## src/core/ast_pkg.sv

```systemverilog
package ast_pkg;

  // ****************************************************************
  // Register map (byte addresses on the APB)
  // ****************************************************************
  localparam logic [7:0] OFS_CTRL_THREE = 8'h00;
  localparam logic [7:0] OFS_DATA_PORT  = 8'h04;
  localparam logic [7:0] OFS_TX_CTRL    = 8'h08;
  localparam logic [7:0] OFS_STATUS     = 8'h0C;
  localparam logic [7:0] OFS_BAUD       = 8'h10;

  // ****************************************************************
  // Field positions
  // ****************************************************************
  // control_three
  localparam int C3_RX_NINTH  = 7;
  localparam int C3_TX_NINTH  = 6;
  localparam int C3_SW_DIR    = 5;
  localparam int C3_TX_INV    = 4;
  localparam int C3_OR_IE     = 3;
  localparam int C3_NOISE_IE  = 2;
  localparam int C3_FRAME_IE  = 1;
  localparam int C3_PARITY_IE = 0;
  // Transmit control
  localparam int TC_TX_EN     = 0;
  localparam int TC_SBK       = 1;
  localparam int TC_NINE      = 2;
  localparam int TC_LONG_BRK  = 3;
  localparam int TC_LOOP      = 4;
  localparam int TC_RX_SOURCE_SELECT      = 5;
  localparam int TC_TX_BUFFER_EMPTY_IE   = 6;
  localparam int TC_TC_IE     = 7;
  // Status
  localparam int ST_TX_BUFFER_EMPTY      = 0;
  localparam int ST_TC        = 1;
  localparam int ST_PARITY    = 2;
  localparam int ST_FRAMING   = 3;
  localparam int ST_NOISE     = 4;
  localparam int ST_OVERRUN   = 5;
  localparam int ST_RX_FULL   = 6;

  // ****************************************************************
  // Reset values and frame lengths in bit times
  // ****************************************************************
  localparam logic [7:0]  CTRL_THREE_RST = 8'h00;
  localparam logic [7:0]  TX_CTRL_RST    = 8'h00;
  localparam logic [12:0] BAUD_RST       = 13'h0001;
  localparam logic [3:0]  LEN_FRAME8     = 4'hA;
  localparam logic [3:0]  LEN_FRAME9     = 4'hB;
  localparam logic [3:0]  LEN_BRK_LONG8  = 4'hD;
  localparam logic [3:0]  LEN_BRK_LONG9  = 4'hE;

  // Receive-side status delivered by the receiver half
  typedef struct packed {
    logic [7:0] data;
    logic       ninth;
    logic       full;
    logic       overrun;
    logic       noise;
    logic       framing;
    logic       parity;
  } ast_rx_stat_t;

  // Transmit pin and interrupt requests
  typedef struct packed {
    logic line;
    logic oe;
    logic tx_irq;
    logic err_irq;
  } ast_pin_t;

  // What the shifter is carrying
  typedef enum logic [1:0] {
    SH_IDLE  = 2'b00,
    SH_DATA  = 2'b01,
    SH_PRE   = 2'b10,
    SH_BREAK = 2'b11
  } ast_shift_t;

endpackage

```

## src/core/ast_transmitter.sv

```systemverilog
// Overview of operation
// [RULE1] Software reads received ninth bit before data port in nine-bit mode.
// [RULE2] Nine-bit data port write also sends stored transmit ninth bit.
// [RULE3] Single-wire mode: bit 5 makes transmit pin input or output.
// [RULE4] Invert bit 4 flips every level on the serial output.
// [RULE5] Bit 3 gates the overrun flag onto the error interrupt.
// [RULE6] Bit 2 gates the noise flag onto the error interrupt.
// [RULE7] Bit 1 gates the framing flag onto the error interrupt.
// [RULE8] Bit 0 gates the parity flag onto the error interrupt.
// [RULE9] Data port read returns receive buffer, write loads transmit buffer.
// [RULE10] One baud generator from the bus clock serves both directions.
// [RULE11] Remote end matches baud rate within about four percent.
// [RULE12] Invert bit resets to zero so the line idles high.
// [RULE13] Enabling the transmitter queues one idle preamble frame.
// [RULE14] Shifter is 10 bits, or 11 in nine-bit mode, framed.
// [RULE15] Free shifter takes buffer on baud tick and sets buffer empty.
// [RULE16] Stop bit out with nothing waiting sets transmit complete.
// [RULE17] Disabling keeps the pin until current and queued frames finish.
// [RULE18] Send-break toggle queues a break; still set at load queues another.
// [RULE19] Break lengths are 10, 11, 13 or 14 bit times.
// [RULE20] Clearing then setting enable queues one idle character.
// [RULE21] Software waits for buffer empty before queuing break or idle.
// [RULE22] Frame is start 0, data LSB first, stop 1.
// [RULE23] Transmit events and error events drive separate interrupts.
// [RULE24] Buffer empty clears on status read then data write.
`timescale 1ns/1ps
`default_nettype none

module ast_transmitter #(
  parameter logic [12:0] BAUD_DEFAULT = 13'h0001
) (
  input  wire logic                  pclk,    // Bus clock, 40 MHz
  input  wire logic                  presetn, // Async reset, active low
  input  wire logic                  psel,    // APB select
  input  wire logic                  penable, // APB access phase
  input  wire logic                  pwrite,  // APB direction
  input  wire logic [7:0]            paddr,   // APB byte address
  input  wire logic [31:0]           pwdata,  // APB write data
  output logic      [31:0]           prdata,  // APB read data
  output logic                       pready,  // APB ready
  output logic                       pslverr, // APB error
  input  wire ast_pkg::ast_rx_stat_t rx_stat, // Receiver status in
  output logic                       rx_rd,   // Data port read pulse
  output ast_pkg::ast_pin_t          pin      // Transmit pin and irqs
);
  import ast_pkg::*;

  // ****************************************************************
  // Registers and state
  // ****************************************************************
  logic [7:0]  c3_reg;
  logic [7:0]  txc_reg;
  logic [12:0] baud_reg;
  logic [12:0] bcnt_reg;
  logic [7:0]  tbuf_reg;
  logic        tx_buffer_empty_reg;
  logic        tc_reg;
  logic        armed_reg;
  logic        pre_pend_reg;
  logic        brk_pend_reg;
  logic [13:0] shift_reg;
  logic [3:0]  left_reg;
  ast_shift_t  kind_reg;
  logic [31:0] prdata_reg;
  logic        pready_reg;
  logic        pslverr_reg;
  logic        rx_rd_reg;
  ast_pin_t    pin_reg;
  logic        acc_done;
  logic        wr_en;
  logic        rd_en;
  logic        mapped;
  logic        tick;
  logic        free_now;
  logic        load_pre;
  logic        load_brk;
  logic        load_dat;
  logic        any_load;
  logic        stop_done;
  logic [3:0]  frame_len;
  logic [3:0]  brk_len;
  logic [7:0]  st_word;
  logic [31:0] rd_mux;
  logic        owns;

  // ****************************************************************
  // APB slave
  // ****************************************************************
  // Access completes on the second access cycle
  assign acc_done = psel & penable & pready_reg;
  assign wr_en    = acc_done & pwrite & ~pslverr_reg;
  assign rd_en    = acc_done & ~pwrite & ~pslverr_reg;
  // Address decode
  always_comb begin
    mapped = 1'b1;
    rd_mux = 32'h0000_0000;
    if (paddr == OFS_CTRL_THREE) begin
      rd_mux[7:0] = {rx_stat.ninth, c3_reg[6:0]};
    end else if (paddr == OFS_DATA_PORT) begin
      rd_mux[7:0] = rx_stat.data; // [RULE9]
    end else if (paddr == OFS_TX_CTRL) begin
      rd_mux[7:0] = txc_reg;
    end else if (paddr == OFS_STATUS) begin
      rd_mux[7:0] = st_word;
    end else if (paddr == OFS_BAUD) begin
      rd_mux[12:0] = baud_reg;
    end else begin
      mapped = 1'b0;
    end
  end
  // Status word
  always_comb begin
    st_word              = 8'h00;
    st_word[ST_TX_BUFFER_EMPTY]     = tx_buffer_empty_reg;
    st_word[ST_TC]       = tc_reg;
    st_word[ST_PARITY]   = rx_stat.parity;
    st_word[ST_FRAMING]  = rx_stat.framing;
    st_word[ST_NOISE]    = rx_stat.noise;
    st_word[ST_OVERRUN]  = rx_stat.overrun;
    st_word[ST_RX_FULL]  = rx_stat.full;
  end
  // Ready, read data and error answer
  always_ff @(posedge pclk or negedge presetn) begin
    if (!presetn) begin
      pready_reg  <= 1'b0;
      pslverr_reg <= 1'b0;
      prdata_reg  <= 32'h0000_0000;
    end else if (psel && penable && !pready_reg) begin
      pready_reg  <= 1'b1;
      pslverr_reg <= ~mapped;
      prdata_reg  <= pwrite ? 32'h0000_0000 : rd_mux;
    end else begin
      pready_reg  <= 1'b0;
      pslverr_reg <= 1'b0;
    end
  end
  // Receiver told of a data port read to finish its flag clearing
  always_ff @(posedge pclk or negedge presetn) begin
    if (!presetn) begin
      rx_rd_reg <= 1'b0;
    end else begin
      rx_rd_reg <= rd_en && (paddr == OFS_DATA_PORT); // [RULE9] [RULE1]
    end
  end
  // Software registers
  always_ff @(posedge pclk or negedge presetn) begin
    if (!presetn) begin
      c3_reg   <= CTRL_THREE_RST; // [RULE12]
      txc_reg  <= TX_CTRL_RST;
      baud_reg <= BAUD_DEFAULT;
    end else if (wr_en) begin
      if (paddr == OFS_CTRL_THREE) begin
        c3_reg <= {1'b0, pwdata[6:0]};
      end else if (paddr == OFS_TX_CTRL) begin
        txc_reg <= pwdata[7:0];
      end else if (paddr == OFS_BAUD) begin
        baud_reg <= pwdata[12:0];
      end
    end
  end

  // ****************************************************************
  // Baud generator
  // ****************************************************************
  // One bit-time tick from the bus clock; zero divisor stops it
  always_ff @(posedge pclk or negedge presetn) begin
    if (!presetn) begin
      bcnt_reg <= 13'h0000;
    end else if (baud_reg == 13'h0000) begin
      bcnt_reg <= 13'h0000;
    end else if (bcnt_reg >= baud_reg - 13'h0001) begin
      bcnt_reg <= 13'h0000; // [RULE10]
    end else begin
      bcnt_reg <= bcnt_reg + 13'h0001;
    end
  end
  assign tick = (baud_reg != 13'h0000) &&
                (bcnt_reg >= baud_reg - 13'h0001);

  // ****************************************************************
  // Transmit buffer and flags
  // ****************************************************************
  assign frame_len = txc_reg[TC_NINE] ? LEN_FRAME9 : LEN_FRAME8; // [RULE14]
  // Break length from long-break and nine-bit selects
  always_comb begin
    case ({txc_reg[TC_LONG_BRK], txc_reg[TC_NINE]})
      2'b00:   brk_len = LEN_FRAME8; // [RULE19]
      2'b01:   brk_len = LEN_FRAME9;
      2'b10:   brk_len = LEN_BRK_LONG8;
      default: brk_len = LEN_BRK_LONG9;
    endcase
  end
  // Load priority when the shifter frees: preamble, break, data
  assign free_now  = tick && (left_reg <= 4'h1);
  assign load_pre  = free_now && pre_pend_reg;
  assign load_brk  = free_now && !pre_pend_reg && brk_pend_reg;
  assign load_dat  = free_now && !pre_pend_reg && !brk_pend_reg &&
                     !tx_buffer_empty_reg && txc_reg[TC_TX_EN];
  assign any_load  = load_pre | load_brk | load_dat;
  assign stop_done = tick && (left_reg == 4'h1) && !any_load;
  // Transmit buffer written from the data port
  always_ff @(posedge pclk or negedge presetn) begin
    if (!presetn) begin
      tbuf_reg <= 8'h00;
    end else if (wr_en && paddr == OFS_DATA_PORT) begin
      tbuf_reg <= pwdata[7:0]; // [RULE9]
    end
  end
  // Status read with buffer empty set arms the clear
  always_ff @(posedge pclk or negedge presetn) begin
    if (!presetn) begin
      armed_reg <= 1'b0;
    end else if (rd_en && paddr == OFS_STATUS && tx_buffer_empty_reg) begin
      armed_reg <= 1'b1; // [RULE24]
    end else if (wr_en && paddr == OFS_DATA_PORT) begin
      armed_reg <= 1'b0;
    end
  end
  // Buffer empty flag: transfer sets and wins over the clear
  always_ff @(posedge pclk or negedge presetn) begin
    if (!presetn) begin
      tx_buffer_empty_reg <= 1'b1;
    end else if (load_dat) begin
      tx_buffer_empty_reg <= 1'b1; // [RULE15]
    end else if (wr_en && paddr == OFS_DATA_PORT && armed_reg) begin
      tx_buffer_empty_reg <= 1'b0; // [RULE24]
    end
  end
  // Complete flag: set after last stop bit, cleared by a new frame
  always_ff @(posedge pclk or negedge presetn) begin
    if (!presetn) begin
      tc_reg <= 1'b1;
    end else if (stop_done) begin
      tc_reg <= 1'b1; // [RULE16]
    end else if (any_load) begin
      tc_reg <= 1'b0; // [RULE24]
    end
  end
  // Preamble queued on each rising edge of the enable
  always_ff @(posedge pclk or negedge presetn) begin
    if (!presetn) begin
      pre_pend_reg <= 1'b0;
    end else if (wr_en && paddr == OFS_TX_CTRL && pwdata[TC_TX_EN] &&
                 !txc_reg[TC_TX_EN]) begin
      pre_pend_reg <= 1'b1; // [RULE13] [RULE20]
    end else if (load_pre) begin
      pre_pend_reg <= 1'b0;
    end
  end
  // Break queued by send-break, again if still set at load
  always_ff @(posedge pclk or negedge presetn) begin
    if (!presetn) begin
      brk_pend_reg <= 1'b0;
    end else if (wr_en && paddr == OFS_TX_CTRL && pwdata[TC_SBK] &&
                 !txc_reg[TC_SBK]) begin
      brk_pend_reg <= 1'b1; // [RULE18]
    end else if (load_brk) begin
      brk_pend_reg <= txc_reg[TC_SBK]; // [RULE18]
    end
  end

  // ****************************************************************
  // Shifter
  // ****************************************************************
  // Frame is shifted LSB first; empty slots fill with stop level
  always_ff @(posedge pclk or negedge presetn) begin
    if (!presetn) begin
      shift_reg <= 14'h3FFF;
      left_reg  <= 4'h0;
      kind_reg  <= SH_IDLE;
    end else if (load_pre) begin
      shift_reg <= 14'h3FFF; // [RULE13]
      left_reg  <= frame_len;
      kind_reg  <= SH_PRE;
    end else if (load_brk) begin
      shift_reg <= 14'h0000; // [RULE19]
      left_reg  <= brk_len;
      kind_reg  <= SH_BREAK;
    end else if (load_dat) begin
      if (txc_reg[TC_NINE]) begin
        shift_reg <= {3'b111, 1'b1, c3_reg[C3_TX_NINTH], tbuf_reg,
                      1'b0}; // [RULE2] [RULE22]
      end else begin
        shift_reg <= {4'hF, 1'b1, tbuf_reg, 1'b0}; // [RULE22]
      end
      left_reg <= frame_len; // [RULE14]
      kind_reg <= SH_DATA;
    end else if (tick && left_reg > 4'h1) begin
      shift_reg <= {1'b1, shift_reg[13:1]};
      left_reg  <= left_reg - 4'h1;
    end else if (tick && left_reg == 4'h1) begin
      shift_reg <= 14'h3FFF; // [RULE16]
      left_reg  <= 4'h0;
      kind_reg  <= SH_IDLE;
    end
  end
  // Pin stays ours while enabled or anything is under way
  assign owns = txc_reg[TC_TX_EN] || (left_reg != 4'h0) ||
                pre_pend_reg || brk_pend_reg; // [RULE17] [RULE20]
  // Pin, direction and interrupt outputs
  always_ff @(posedge pclk or negedge presetn) begin
    if (!presetn) begin
      pin_reg <= '{line: 1'b1, oe: 1'b0, tx_irq: 1'b0, err_irq: 1'b0};
    end else begin
      pin_reg.line <= ((left_reg != 4'h0) ? shift_reg[0] : 1'b1) ^
                      c3_reg[C3_TX_INV]; // [RULE4] [RULE12]
      if (txc_reg[TC_LOOP] && txc_reg[TC_RX_SOURCE_SELECT]) begin
        pin_reg.oe <= owns & c3_reg[C3_SW_DIR]; // [RULE3]
      end else begin
        pin_reg.oe <= owns;
      end
      pin_reg.tx_irq <= (tx_buffer_empty_reg & txc_reg[TC_TX_BUFFER_EMPTY_IE]) |
                        (tc_reg & txc_reg[TC_TC_IE]); // [RULE23]
      pin_reg.err_irq <= (rx_stat.overrun & c3_reg[C3_OR_IE]) | // [RULE5]
                         (rx_stat.noise & c3_reg[C3_NOISE_IE]) | // [RULE6]
                         (rx_stat.framing & c3_reg[C3_FRAME_IE]) | // [RULE7]
                         (rx_stat.parity & c3_reg[C3_PARITY_IE]); // [RULE8]
    end
  end
  assign prdata  = prdata_reg;
  assign pready  = pready_reg;
  assign pslverr = pslverr_reg;
  assign rx_rd   = rx_rd_reg;
  assign pin     = pin_reg;

  // ****************************************************************
  // Assertions
  // ****************************************************************
  property p_line_inverted;
    @(posedge pclk) disable iff (!presetn)
      ($past(left_reg) == 4'h0) |-> (pin.line == ~$past(c3_reg[C3_TX_INV]));
  endproperty
  a_line_inverted: assert property (p_line_inverted) // [RULE4]
    else $error("idle line level wrong for invert setting");
  property p_single_wire_in;
    @(posedge pclk) disable iff (!presetn)
      (txc_reg[TC_LOOP] && txc_reg[TC_RX_SOURCE_SELECT] && !c3_reg[C3_SW_DIR])
        |=> !pin.oe;
  endproperty
  a_single_wire_in: assert property (p_single_wire_in) // [RULE3]
    else $error("pin driven in single-wire input mode");
  property p_err_irq;
    @(posedge pclk) disable iff (!presetn)
      (rx_stat.overrun && c3_reg[C3_OR_IE]) ||
      (rx_stat.noise && c3_reg[C3_NOISE_IE]) |=> pin.err_irq;
  endproperty
  a_err_irq: assert property (p_err_irq) // [RULE5]
    else $error("enabled error flag gave no interrupt");
  property p_err_quiet;
    @(posedge pclk) disable iff (!presetn)
      ((c3_reg[3:0] & {rx_stat.overrun, rx_stat.noise, rx_stat.framing,
                        rx_stat.parity}) == 4'h0) |=> !pin.err_irq;
  endproperty
  a_err_quiet: assert property (p_err_quiet) // [RULE8]
    else $error("error interrupt without enabled flag");
  property p_tx_buffer_empty_on_load;
    @(posedge pclk) disable iff (!presetn)
      load_dat |=> tx_buffer_empty_reg && kind_reg == SH_DATA && left_reg == frame_len;
  endproperty
  a_tx_buffer_empty_on_load: assert property (p_tx_buffer_empty_on_load) // [RULE15]
    else $error("buffer transfer did not set empty flag");
  property p_tc_set;
    @(posedge pclk) disable iff (!presetn)
      $rose(tc_reg) |-> $past(left_reg) == 4'h1 && $past(tick);
  endproperty
  a_tc_set: assert property (p_tc_set) // [RULE16]
    else $error("complete flag set outside end of stop bit");
  property p_tc_clear;
    @(posedge pclk) disable iff (!presetn)
      $fell(tc_reg) |-> $past(any_load);
  endproperty
  a_tc_clear: assert property (p_tc_clear) // [RULE24]
    else $error("complete flag cleared without a new frame");
  property p_brk_len;
    @(posedge pclk) disable iff (!presetn)
      load_brk |=> left_reg == brk_len && shift_reg == 14'h0000;
  endproperty
  a_brk_len: assert property (p_brk_len) // [RULE19]
    else $error("break loaded with wrong length");
  property p_preamble;
    @(posedge pclk) disable iff (!presetn)
      (wr_en && paddr == OFS_TX_CTRL && pwdata[TC_TX_EN] &&
       !txc_reg[TC_TX_EN]) |=> pre_pend_reg && owns;
  endproperty
  a_preamble: assert property (p_preamble) // [RULE13]
    else $error("enable rise queued no preamble");
  property p_rd_pulse;
    @(posedge pclk) disable iff (!presetn)
      rx_rd |-> $past(rd_en) && $past(paddr) == OFS_DATA_PORT ##1 !rx_rd;
  endproperty
  a_rd_pulse: assert property (p_rd_pulse) // [RULE9]
    else $error("data read pulse not tied to a data port read");
  c_break:    cover property (@(posedge pclk) load_brk);
  c_data:     cover property (@(posedge pclk) load_dat ##1 tx_buffer_empty_reg);
  c_preamble: cover property (@(posedge pclk) load_pre);
  c_complete: cover property (@(posedge pclk) $rose(tc_reg));

endmodule

`default_nettype wire

```

## config.mk

```make
export PLATFORM = sky130hd
export DESIGN_NAME = ast_transmitter
export DESIGN_NICKNAME = d
export VERILOG_FILES = /design/src/core/ast_pkg.sv /design/src/core/ast_transmitter.sv
export SDC_FILE = /design/constraint.sdc
export NUM_CORES = 1
export LEC_CHECK = 0
export BUFFER_PORTS_ARGS = -buffer_cell sky130_fd_sc_hd__buf_2
export CAP_MARGIN = 20
export CORE_ASPECT_RATIO = 1.2
export CORE_MARGIN = 10
export CORE_UTILIZATION = 60
export CTS_CLUSTER_DIAMETER = 50
export CTS_CLUSTER_SIZE = 12
export DETAILED_ROUTE_END_ITERATION = 16
export HOLD_SLACK_MARGIN = 0.06
export PLACE_DENSITY = 0.85
export SYNTH_ARGS = -nofsm -noshare
export SYNTH_HDL_FRONTEND = slang
export SYNTH_SLANG_ARGS = --single-unit
```

## constraint.sdc

```tcl
create_clock -name pclk -period 5.5 [get_ports pclk]
set_clock_uncertainty 0.2 [all_clocks]
set_input_delay 0.275 -clock pclk [delete_from_list [all_inputs] [get_ports pclk]]
set_output_delay 0.275 -clock pclk [all_outputs]
set_load 0.005 [all_outputs]
```

==> results of run 1 <==
-- per-stage QoR --
step                      area [um2]  setup slack [ps]
final                           5730              1430
after floorplan                 5100              2200
after CTS                       5730              1500
after detailed placement        5340              1530
after global placement          5330              1680
after global routing            5730              1020
-- power groups by stage --
stage                     logic (mW)  registers [mW]  clock network [mW]
after floorplan                0.280           0.755                   0
after global placement         0.350           0.762                   0
after detailed placement       0.366           0.764                   0
after CTS                      0.378           0.751               0.450
after global routing           0.423           0.758               0.473
final                          0.382           0.752               0.445
-- path summary, 6_finish.rpt --
kind	startpoint	to
worst max-delay path	baud_reg[2]$_DFFE_PN0P_	bcnt_reg[11]$_DFF_PN0_
worst min-delay path	rx_stat[11]	prdata[5]$_DFFE_PN0P_
worst max register to register	baud_reg[2]$_DFFE_PN0P_	bcnt_reg[11]$_DFF_PN0_
worst min register to register	prdata[10]$_DFFE_PN0P_	prdata[10]$_DFFE_PN0P_
max in group asynchronous	presetn	txc_reg[0]$_DFFE_PN0P_
min in group asynchronous	presetn	bcnt_reg[10]$_DFF_PN0_
-- final cells by class --
| class | count | area [um2] |
|---|---|---|
| flip-flops and latches | 92 | 2320 |
| well taps | 114 | 143 |
| inverters | 24 | 90.1 |
| repair buffers | 81 | 517 |
| clock inverters | 7 | 70.1 |
| fillers | 581 | 2420 |
| multi-input cells | 348 | 2460 |
| clock buffers | 9 | 124 |
-- cells by family (layout without fill, tap and decap cells) --
family | Yosys count | after routing | share of synthesized area (%)
fa+ha+maj | 20 | 20 | 4.97
mux | 47 | 47 | 10.2
compound gates | 88 | 88 | 12.9
other cells | 1 | 19 | 0.0744
xor+xnor | 22 | 22 | 3.83
buf+inv | 63 | 121 | 6.26
flops | 92 | 92 | 46.2
simple gates | 152 | 152 | 15.6
-- placed cells by master, fill, tap and decap left out, types with 3 or more instances in the layout --
master and instances:
xnor2_1 11, or3_1 4, dfrtp_1 74, o21ai_0 14
mux2_2 34, a2bb2oi_1 6, xor2_1 11, nor2_1 33
inv_1 23, o221ai_1 10, nand3_1 13, mux2i_1 13
o32a_1 3, nand2b_1 5, nand4_1 4, dlygate4sd3_1 20
nor3_1 9, and3_1 7, nor2b_1 9, conb_1 19
nor3b_1 3, nor4_1 6, buf_2 58, a22oi_1 11
clkbuf_8 9, dfstp_2 18, o31ai_1 5, nand2_1 45
ha_1 20, o22ai_1 4, o211ai_1 5, a211oi_1 7
a21oi_1 6
-- worst min-delay path, stage by stage --
cell,delay (ps)
buf_2,70
a211oi_1,60
o31ai_1,200
-- cell usage after synthesis (10+ instances only) --
| master | count | area, um2 |
|---|---|---|
| dfrtp_1 | 74 | 1850 |
| nand2_1 | 45 | 169 |
| mux2_2 | 34 | 383 |
| nor2_1 | 33 | 124 |
| inv_1 | 23 | 86.3 |
| ha_1 | 20 | 250 |
| buf_4 | 19 | 143 |
| dfstp_2 | 18 | 473 |
| o21ai_0 | 14 | 70.1 |
| mux2i_1 | 13 | 130 |
| nand3_1 | 13 | 65.1 |
| clkbuf_1 | 12 | 45.0 |
| a22oi_1 | 11 | 82.6 |
| xnor2_1 | 11 | 96.3 |
| xor2_1 | 11 | 96.3 |
| o221ai_1 | 10 | 87.6 |
-- routing by layer --
metal,track usage [%],vias to the layer above
met3,4.04,25
li1,-,1844
met4,7.42,0
met2,34.5,151
met1,23.8,1948
met5,0,-
-- timing repair --
action | 4_1_cts | 5_1_grt
setup buffers | 0 | 0
endpoints found under the hold margin | 75 | 0
hold buffers | 20 | 0
==> results.yml, run 1 <==
sta:
  setup_viol: 0
  whs_ps: 66.2
  period_minus_slack_ps: 4070
  max_slew.worst_pin.slew_ps: 914
  maxSlewViolCount: 0
  rsz0062_at_grt: "no"
  relSlewSlack_pct: 39.1
  max_freq_mhz: 246
  setup_tns_ps: 0
  hold_violations: 0
  fin_crit_sh_pct: 73.9
yosys:
  syn_area_per_cell_um2: 10.4
  synth_cell_types: 61
  yosys_most_used_dff: "dfrtp_1"
  yosys_warnings: 0
  async_reset_ff_share_pct: 100
  netlist_instances: 485
  yosysSeqAreaShare_pct: 46.2
  synth_area_um2: 5040
  synth_edf_count: 0
  ys_ff_latch: 92
worst_setup_path:
  crit_required_ps: 5600
  ff2ff_setup_slack_ps: 1430
  path_class: "register to register"
  cp_slowest_stage_delay_ps: 630
  crit_chain: "nor3_1 -> nor3b_1 -> nand2_1 -> nor4_1 -> xnor2_1 -> ha_1 -> o21ai_0 -> nor2_1 -> nor3_1 -> nand3_1 -> nor2_1"
  cp_num_cells: 11
  critPathSlowestCell: "nor3_1"
  cpLargestDelayFamily: "simple AND/OR/NAND/NOR gates"
  worstSetupEndpointType: "register"
  cp.arrival_ps: 4160
  cp-start-kind: "register"
  rr_worst_depth: 11
  path_max_fanout: 13
  path_buf_inv: 0
placed_design:
  gp_congestion: 0.873
  dp_hpwl_um: 8960
  dpl.cell_count: 639
  port-buffer-count: 59
power_and_ir_drop:
  p_comb_share_pct: 24.2
  power_switching_uw: 535
  power_density_nw_per_um2: 275
  p_leak_nw: 2.78
  p_total_mw: 1.58
  p_sw_share_pct: 33.9
  ir_worst_vdd_mv: 0.231
  seq_power_share_pct: 47.7
  cellInternalPower_mw: 1.04
  clockPowerShare_pct: 28.2
flow_run:
  drv_cap: 0
cts:
  clk_latency_ps: 370
  cts_tree: "done"
  cts_resized: 0
  clockBufferDepth: 2
  path_clk_slew_ps: 100
  htree_levels: 3
  clock-sinks: 92
  numCtsBuffers: 9
  root_buffer: "clkbuf_8"
grt:
  track_usage_pct: 19.8
  grt_pass1_wl_um: 20500
  grt_antenna_before_repair: 0
  grt_pass1_vias: 4092
  grt_max_degree: 58
  overflow: 0
outcome:
  run_status: "finished clean"
drt:
  drt_iter0_drc: 243
  route.met3.wl_um: 711
  dr.pass1.iters: 5
  avgRoutedWirePerCell_um: 18.0
  routed.top_layer: "met4"
  wl_met1_um: 4880
  vias: 3968
  wl_um: 12200
  detail_route.vias_per_cell: 5.88
  wl_met2_um: 6280
  drc: 0
  detail-route-antenna-nets: 0
min_path:
  timing.hold.worst.class: "input pin to register"
  worstHoldPathCells: 3
final_layout:
  antenna_cells: 0
  fin_cells: 675
  largest_reg_flops: 14
  fin_util_pct: 70.3
  final_nets: 635
  layout-drive-gt1-share_pct: 24.6
  area_growth_pct: 13.8
die:
  ioPinCount: 98
  die-height_um: 120
  core_area_um2: 8150
  die_x_um: 104
  start_util_pct: 61.8
  die_area_um2: 12500
  rows: 36
(Power assumes the default switching activity.)
==> run 2: changes to the inputs <==
--- a/config.mk
+++ b/config.mk
@@ -9,12 +9,12 @@
 export CAP_MARGIN = 20
 export CORE_ASPECT_RATIO = 1.2
 export CORE_MARGIN = 10
-export CORE_UTILIZATION = 60
+export CORE_UTILIZATION = 56
 export CTS_CLUSTER_DIAMETER = 50
 export CTS_CLUSTER_SIZE = 12
 export DETAILED_ROUTE_END_ITERATION = 16
 export HOLD_SLACK_MARGIN = 0.06
-export PLACE_DENSITY = 0.85
+export PLACE_DENSITY = 0.8
 export SYNTH_ARGS = -nofsm -noshare
 export SYNTH_HDL_FRONTEND = slang
 export SYNTH_SLANG_ARGS = --single-unit
==> constraint.sdc (replaced) <==
create_clock -name pclk -period 3.9 [get_ports pclk]
set_clock_uncertainty 0.2 [all_clocks]
set_input_delay 0.195 -clock pclk [delete_from_list [all_inputs] [get_ports pclk]]
set_output_delay 0.195 -clock pclk [all_outputs]
set_load 0.005 [all_outputs]
==> results.yml, run 2 (synthesis gave the netlist of run 1 again) <==
cts:
  clk_latency_ps: 390
  cts_tree: "done"
  numCtsBuffers: 9
  htree_levels: 3
  clock-sinks: 92
  cts_setup_buffers: 0
  clockBufferDepth: 2
  path_clk_slew_ps: 110
  root_buffer: "clkbuf_8"
placed_design:
  dpl.cell_count: 649
  port-buffer-count: 59
  gp_congestion: 0.856
  dp_hpwl_um: 8790
power_and_ir_drop:
  power_density_nw_per_um2: 390
  clockPowerShare_pct: 27.7
  power_switching_uw: 771
  seq_power_share_pct: 46.5
  p_sw_share_pct: 33.8
  p_leak_nw: 2.85
  cellInternalPower_mw: 1.51
  ir_worst_vdd_mv: 0.260
  p_comb_share_pct: 25.7
die:
  rows: 37
  die_area_um2: 13200
  ioPinCount: 98
  die_x_um: 107
  core_area_um2: 8660
  die-height_um: 124
  start_util_pct: 58.2
final_layout:
  largest_reg_flops: 14
  area_growth_pct: 16.2
  fin_cells: 692
  final_nets: 648
  layout_common_cells: "74 x dfrtp_1, 58 x buf_2, 45 x nand2_1"
  layout-drive-gt1-share_pct: 25.6
  final_common_cell: "dfrtp_1"
drt:
  detail_route.vias_per_cell: 5.66
  avgRoutedWirePerCell_um: 17.6
  drt_iter0_drc: 255
  detail-route-antenna-nets: 0
  vias: 3919
  drc: 0
  wl_um: 12200
  dr.pass1.iters: 4
grt:
  grt_antenna_before_repair: 0
  grt_pass1_wl_um: 19700
  overflow: 0
  track_usage_pct: 18.5
  grt_pass1_vias: 3930
  grt_max_degree: 67
worst_setup_path:
  path_class: "register to register"
  critPathSlowestCell: "dfrtp_1"
  path_max_fanout: 16
  cp_slowest_stage_delay_ps: 470
  worstSetupEndpointType: "register"
  cpLargestDelayFamily: "simple AND/OR/NAND/NOR gates"
  cp-start-kind: "register"
  path_buf_inv: 1
  cp.arrival_ps: 3670
  crit_required_ps: 4010
  crit_chain: "nor3_1 -> nor3b_2 -> nand2_1 -> nor4_1 -> xnor2_1 -> ha_1 -> nand4_1 -> nor2_1 -> a41oi_1 -> a21oi_2 -> buf_4 -> mux2i_1"
sta:
  relSlewSlack_pct: 44.2
  hold_violations: 0
  setup_tns_ps: 0
  setup_viol: 0
  period_minus_slack_ps: 3570
  fin_crit_sh_pct: 91.4
  rsz0062_at_grt: "no"
  max_freq_mhz: 281
  max_slew.worst_pin.slew_ps: 837
  maxSlewViolCount: 0
outcome:
  run_status: "finished clean"
min_path:
  timing.hold.worst.class: "input pin to register"
flow_run:
  drv_cap: 0
[run 2: cell count changes in the layout (fill, tap and decap cells not counted), sizes merged]
cell,previous run,this run
buf,61,68
dlygate4sd3,20,26
clkinv,5,4
diode,0,1
inv,26,27
[run 2: final timing paths]
| check | slack (ps) | cells past startpoint | endpoint | start |
|---|---|---|---|---|
| setup / recovery | 330 | 12 | shift_reg[8]$_DFFE_PN1P_ | baud_reg[2]$_DFFE_PN0P_ |
| hold / removal | 70 | 4 | prdata[7]$_DFFE_PN0P_ | rx_stat[13] |
| setup reg to reg | 330 | 12 | shift_reg[8]$_DFFE_PN1P_ | baud_reg[2]$_DFFE_PN0P_ |
| hold reg to reg | 270 | 2 | prdata[8]$_DFFE_PN0P_ | prdata[8]$_DFFE_PN0P_ |
| max in group asynchronous | 2330 | 3 | tx_buffer_empty_reg$_DFFE_PN1P_ | presetn |
| min in group asynchronous | 250 | 2 | prdata[9]$_DFFE_PN0P_ | presetn |
[run 2: layout make-up]
cell class | count | area, um2
Fill cell | 657 | 2800
Clock inverter | 7 | 65.1
Inverter | 24 | 90.1
Timing Repair Buffer | 94 | 626
Sequential cell | 92 | 2320
Antenna cell | 1 | 2.50
Tap cell | 117 | 146
Multi-Input combinational cell | 348 | 2470
Clock buffer | 9 | 124
[run 2: tightest hold or removal path, cell delays in order]
cell	delay (ps)
buf_2	100
a21oi_1	130
or3_1	120
a32oi_1	90
[run 2: stage by stage]
stage                     utilization (%)  hold slack (ps)  power [mW]  instance area [um2]  worst slack [ps]
final                                67.6             71.7        2.28                 5850               335
after global routing                 67.6             99.3        2.39                 5850               104
after global placement               62.3              134        1.62                 5390               343
after CTS                            67.5             63.0        2.29                 5840               201
after floorplan                         -             -301        1.46                 5100               596
after detailed placement             62.3              148        1.64                 5390               201
[run 2: power groups by stage]
stage | Combinational [mW] | Sequential, mW | Clock, mW
global route | 0.643 | 1.07 | 0.679
CTS | 0.583 | 1.06 | 0.641
floorplan | 0.395 | 1.06 | 0
finish | 0.588 | 1.06 | 0.633
global placement | 0.544 | 1.08 | 0
detailed placement | 0.563 | 1.08 | 0
[run 2: repair_timing]
item	4_1_cts	5_1_grt
hold endpoints to repair	102	0
endpoints found under the setup margin	0	14
hold buffers	26	0
gates resized for setup	0	2
[run 2: layer usage]
metal  part of all wire (%)  vias up  track usage [%]  routed length (um)
met1                     41     1919             22.1                4970
li1                       -     1871                -                   -
met5                      0        -                0                   0
met2                     51      105             31.2                6270
met4                    2.4        0             8.31                 287
met3                    5.4       24             4.08                 659
==> run 3: changes to the inputs <==
--- a/config.mk
+++ b/config.mk
@@ -9,12 +9,12 @@
 export CAP_MARGIN = 20
 export CORE_ASPECT_RATIO = 1.2
 export CORE_MARGIN = 10
-export CORE_UTILIZATION = 56
+export CORE_UTILIZATION = 35
 export CTS_CLUSTER_DIAMETER = 50
 export CTS_CLUSTER_SIZE = 12
 export DETAILED_ROUTE_END_ITERATION = 16
 export HOLD_SLACK_MARGIN = 0.06
-export PLACE_DENSITY = 0.8
+export PLACE_DENSITY = 0.54
 export SYNTH_ARGS = -nofsm -noshare
 export SYNTH_HDL_FRONTEND = slang
 export SYNTH_SLANG_ARGS = --single-unit
==> constraint.sdc (replaced) <==
create_clock -name pclk -period 3.8 [get_ports pclk]
set_clock_uncertainty 0.2 [all_clocks]
set_input_delay 0.19 -clock pclk [delete_from_list [all_inputs] [get_ports pclk]]
set_output_delay 0.19 -clock pclk [all_outputs]
set_load 0.005 [all_outputs]
==> results.yml, run 3 (synthesis gave the netlist of run 1 again) <==
outcome:
  run_status: "finished clean"
worst_setup_path:
  reg2reg_from: "baud_reg[0]$_DFFE_PN1P_"
  crit_required_ps: 3880
  worstSetupEndpointType: "register"
  cp-start-kind: "register"
  worstSetupEndpoint: "shift_reg[8]$_DFFE_PN1P_"
  ff2ff_setup_slack_ps: 440
  path_class: "register to register"
  path_max_fanout: 16
  cp.arrival_ps: 3440
  rr_worst_depth: 13
  r2r-end: "shift_reg[8]$_DFFE_PN1P_"
  crit_start: "baud_reg[0]$_DFFE_PN1P_"
sta:
  max_slew.worst_pin.slew_ps: 784
  fin_crit_sh_pct: 88.3
  rsz0062_at_grt: "no"
  maxSlewViolCount: 0
  relSlewSlack_pct: 47.5
  hold_violations: 0
  period_minus_slack_ps: 3360
  max_freq_mhz: 298
  setup_viol: 0
  setup_tns_ps: 0
die:
  die-height_um: 151
  start_util_pct: 36.1
  rows: 47
  ioPinCount: 98
  core_area_um2: 13900
  die_area_um2: 19600
  die_x_um: 130
placed_design:
  port-buffer-count: 59
  dp_hpwl_um: 9530
  gp_congestion: 0.774
power_and_ir_drop:
  p_comb_share_pct: 24.2
  p_leak_nw: 2.91
  seq_power_share_pct: 41.2
  ir_worst_vdd_mv: 0.190
  power_switching_uw: 794
  clockPowerShare_pct: 34.5
  power_density_nw_per_um2: 434
  cellInternalPower_mw: 1.84
  p_sw_share_pct: 30.1
final_layout:
  layout-drive-gt1-share_pct: 25.8
  antenna_cells: 0
  multi_input_area_um2: 2470
  final_nets: 652
  largest_reg_flops: 14
  layout_common_cells: "74 x dfrtp_1, 58 x buf_2, 45 x nand2_1"
  final_common_cell: "dfrtp_1"
  regArea_um2: 2320
  area_growth_pct: 20.7
  fin_util_pct: 43.6
  nFillCells: 1338
cts:
  clk_latency_ps: 360
  path_clk_slew_ps: 70
  numCtsBuffers: 9
  htree_levels: 3
  clock-sinks: 92
  clockBufferDepth: 2
  cts_tree: "done"
  root_buffer: "clkbuf_16"
drt:
  drc: 0
  vias: 3907
  detail-route-antenna-nets: 0
  dr.pass1.iters: 4
  wl_um: 13000
  detail_route.vias_per_cell: 5.22
  drt_iter0_drc: 262
  avgRoutedWirePerCell_um: 17.3
min_path:
  timing.hold.worst.class: "input pin to asynchronous set/reset pin"
grt:
  grt_pass1_vias: 3980
  overflow: 0
  grt_max_degree: 78
  track_usage_pct: 13.7
  grt_antenna_before_repair: 0
  grt_pass1_wl_um: 21100
flow_run:
  drv_cap: 0
==> run 3: cell count changes in the layout (fill, tap and decap cells not counted), sizes merged <==
cell,previous run,this run
buf,68,73
inv,27,24
clkbuf,9,11
clkinv,4,2
clkinvlp,0,2
bufinv,0,1
diode,1,0
dlygate4sd3,26,25
==> run 3: power groups by stage <==
| stage | Clock [mW] | Sequential [mW] | Combinational (mW) |
|---|---|---|---|
| CTS | 0.935 | 1.09 | 0.644 |
| global placement | 0 | 1.11 | 0.612 |
| finish | 0.911 | 1.09 | 0.639 |
| floorplan | 0 | 1.09 | 0.406 |
| global route | 0.973 | 1.10 | 0.710 |
| detailed placement | 0 | 1.11 | 0.623 |
==> run 3: worst max-delay path, cell delays in order (launching register included) <==
cell and delay [ps]:
dfstp_2 380, inv_1 110, ha_1 220, nor4b_2 260
and2_1 230, nand2_1 80, xor2_1 180, ha_1 310
nand4_1 130, nor2_1 190, a41oi_1 310, a21oi_2 310
buf_12 180, mux2i_1 200
==> run 3: layout make-up <==
class	instances	area share, %
well taps	171	3.52
inverters	24	1.48
flip-flops and latches	92	38.2
repair buffers	98	11.3
clock buffers	11	3.83
clock inverters	5	1.03
multi-input cells	348	40.6
==> run 3: worst min-delay path by stage <==
| stage | end | cells after the start |
|---|---|---|
| 6_report | txc_reg[5]$_DFFE_PN0P_ | 2 |
| 3_5_place_dp | tbuf_reg[6]$_DFFE_PN0P_ | 1 |
| 2_1_floorplan | armed_reg$_DFFE_PN0P_ | 0 |
| 4_1_cts | prdata[7]$_DFFE_PN0P_ | 4 |
| 3_3_place_gp | tbuf_reg[6]$_DFFE_PN0P_ | 1 |
| 5_1_grt | prdata[7]$_DFFE_PN0P_ | 4 |
==> run 3: through the flow <==
step	setup slack (ps)	std cells	total power, mW	cell area [um2]	hold WS [ps]
3_5_place_dp	344	707	1.73	5500	218
5_1_grt	105	749	2.78	6080	110
6_report	444	749	2.64	6080	76.1
2_1_floorplan	496	503	1.50	5100	-306
4_1_cts	309	748	2.67	6050	93.0
3_3_place_gp	466	707	1.72	5500	205
==> run 3: repair_timing <==
action	CTS	global route
endpoints found under the setup margin	0	2
hold buffers	25	0
setup buffers	0	0
resized for setup	0	1
hold endpoints to repair	110	0
==> run 3: metal layers <==
metal / GRT usage (%) / up-vias / wire length [um]
met4: 4.05 / 0 / 150
met5: 0 / - / 0
met3: 3.60 / 14 / 713
met2: 22.3 / 78 / 6320
met1: 17.4 / 1926 / 5790
li1: - / 1889 / -
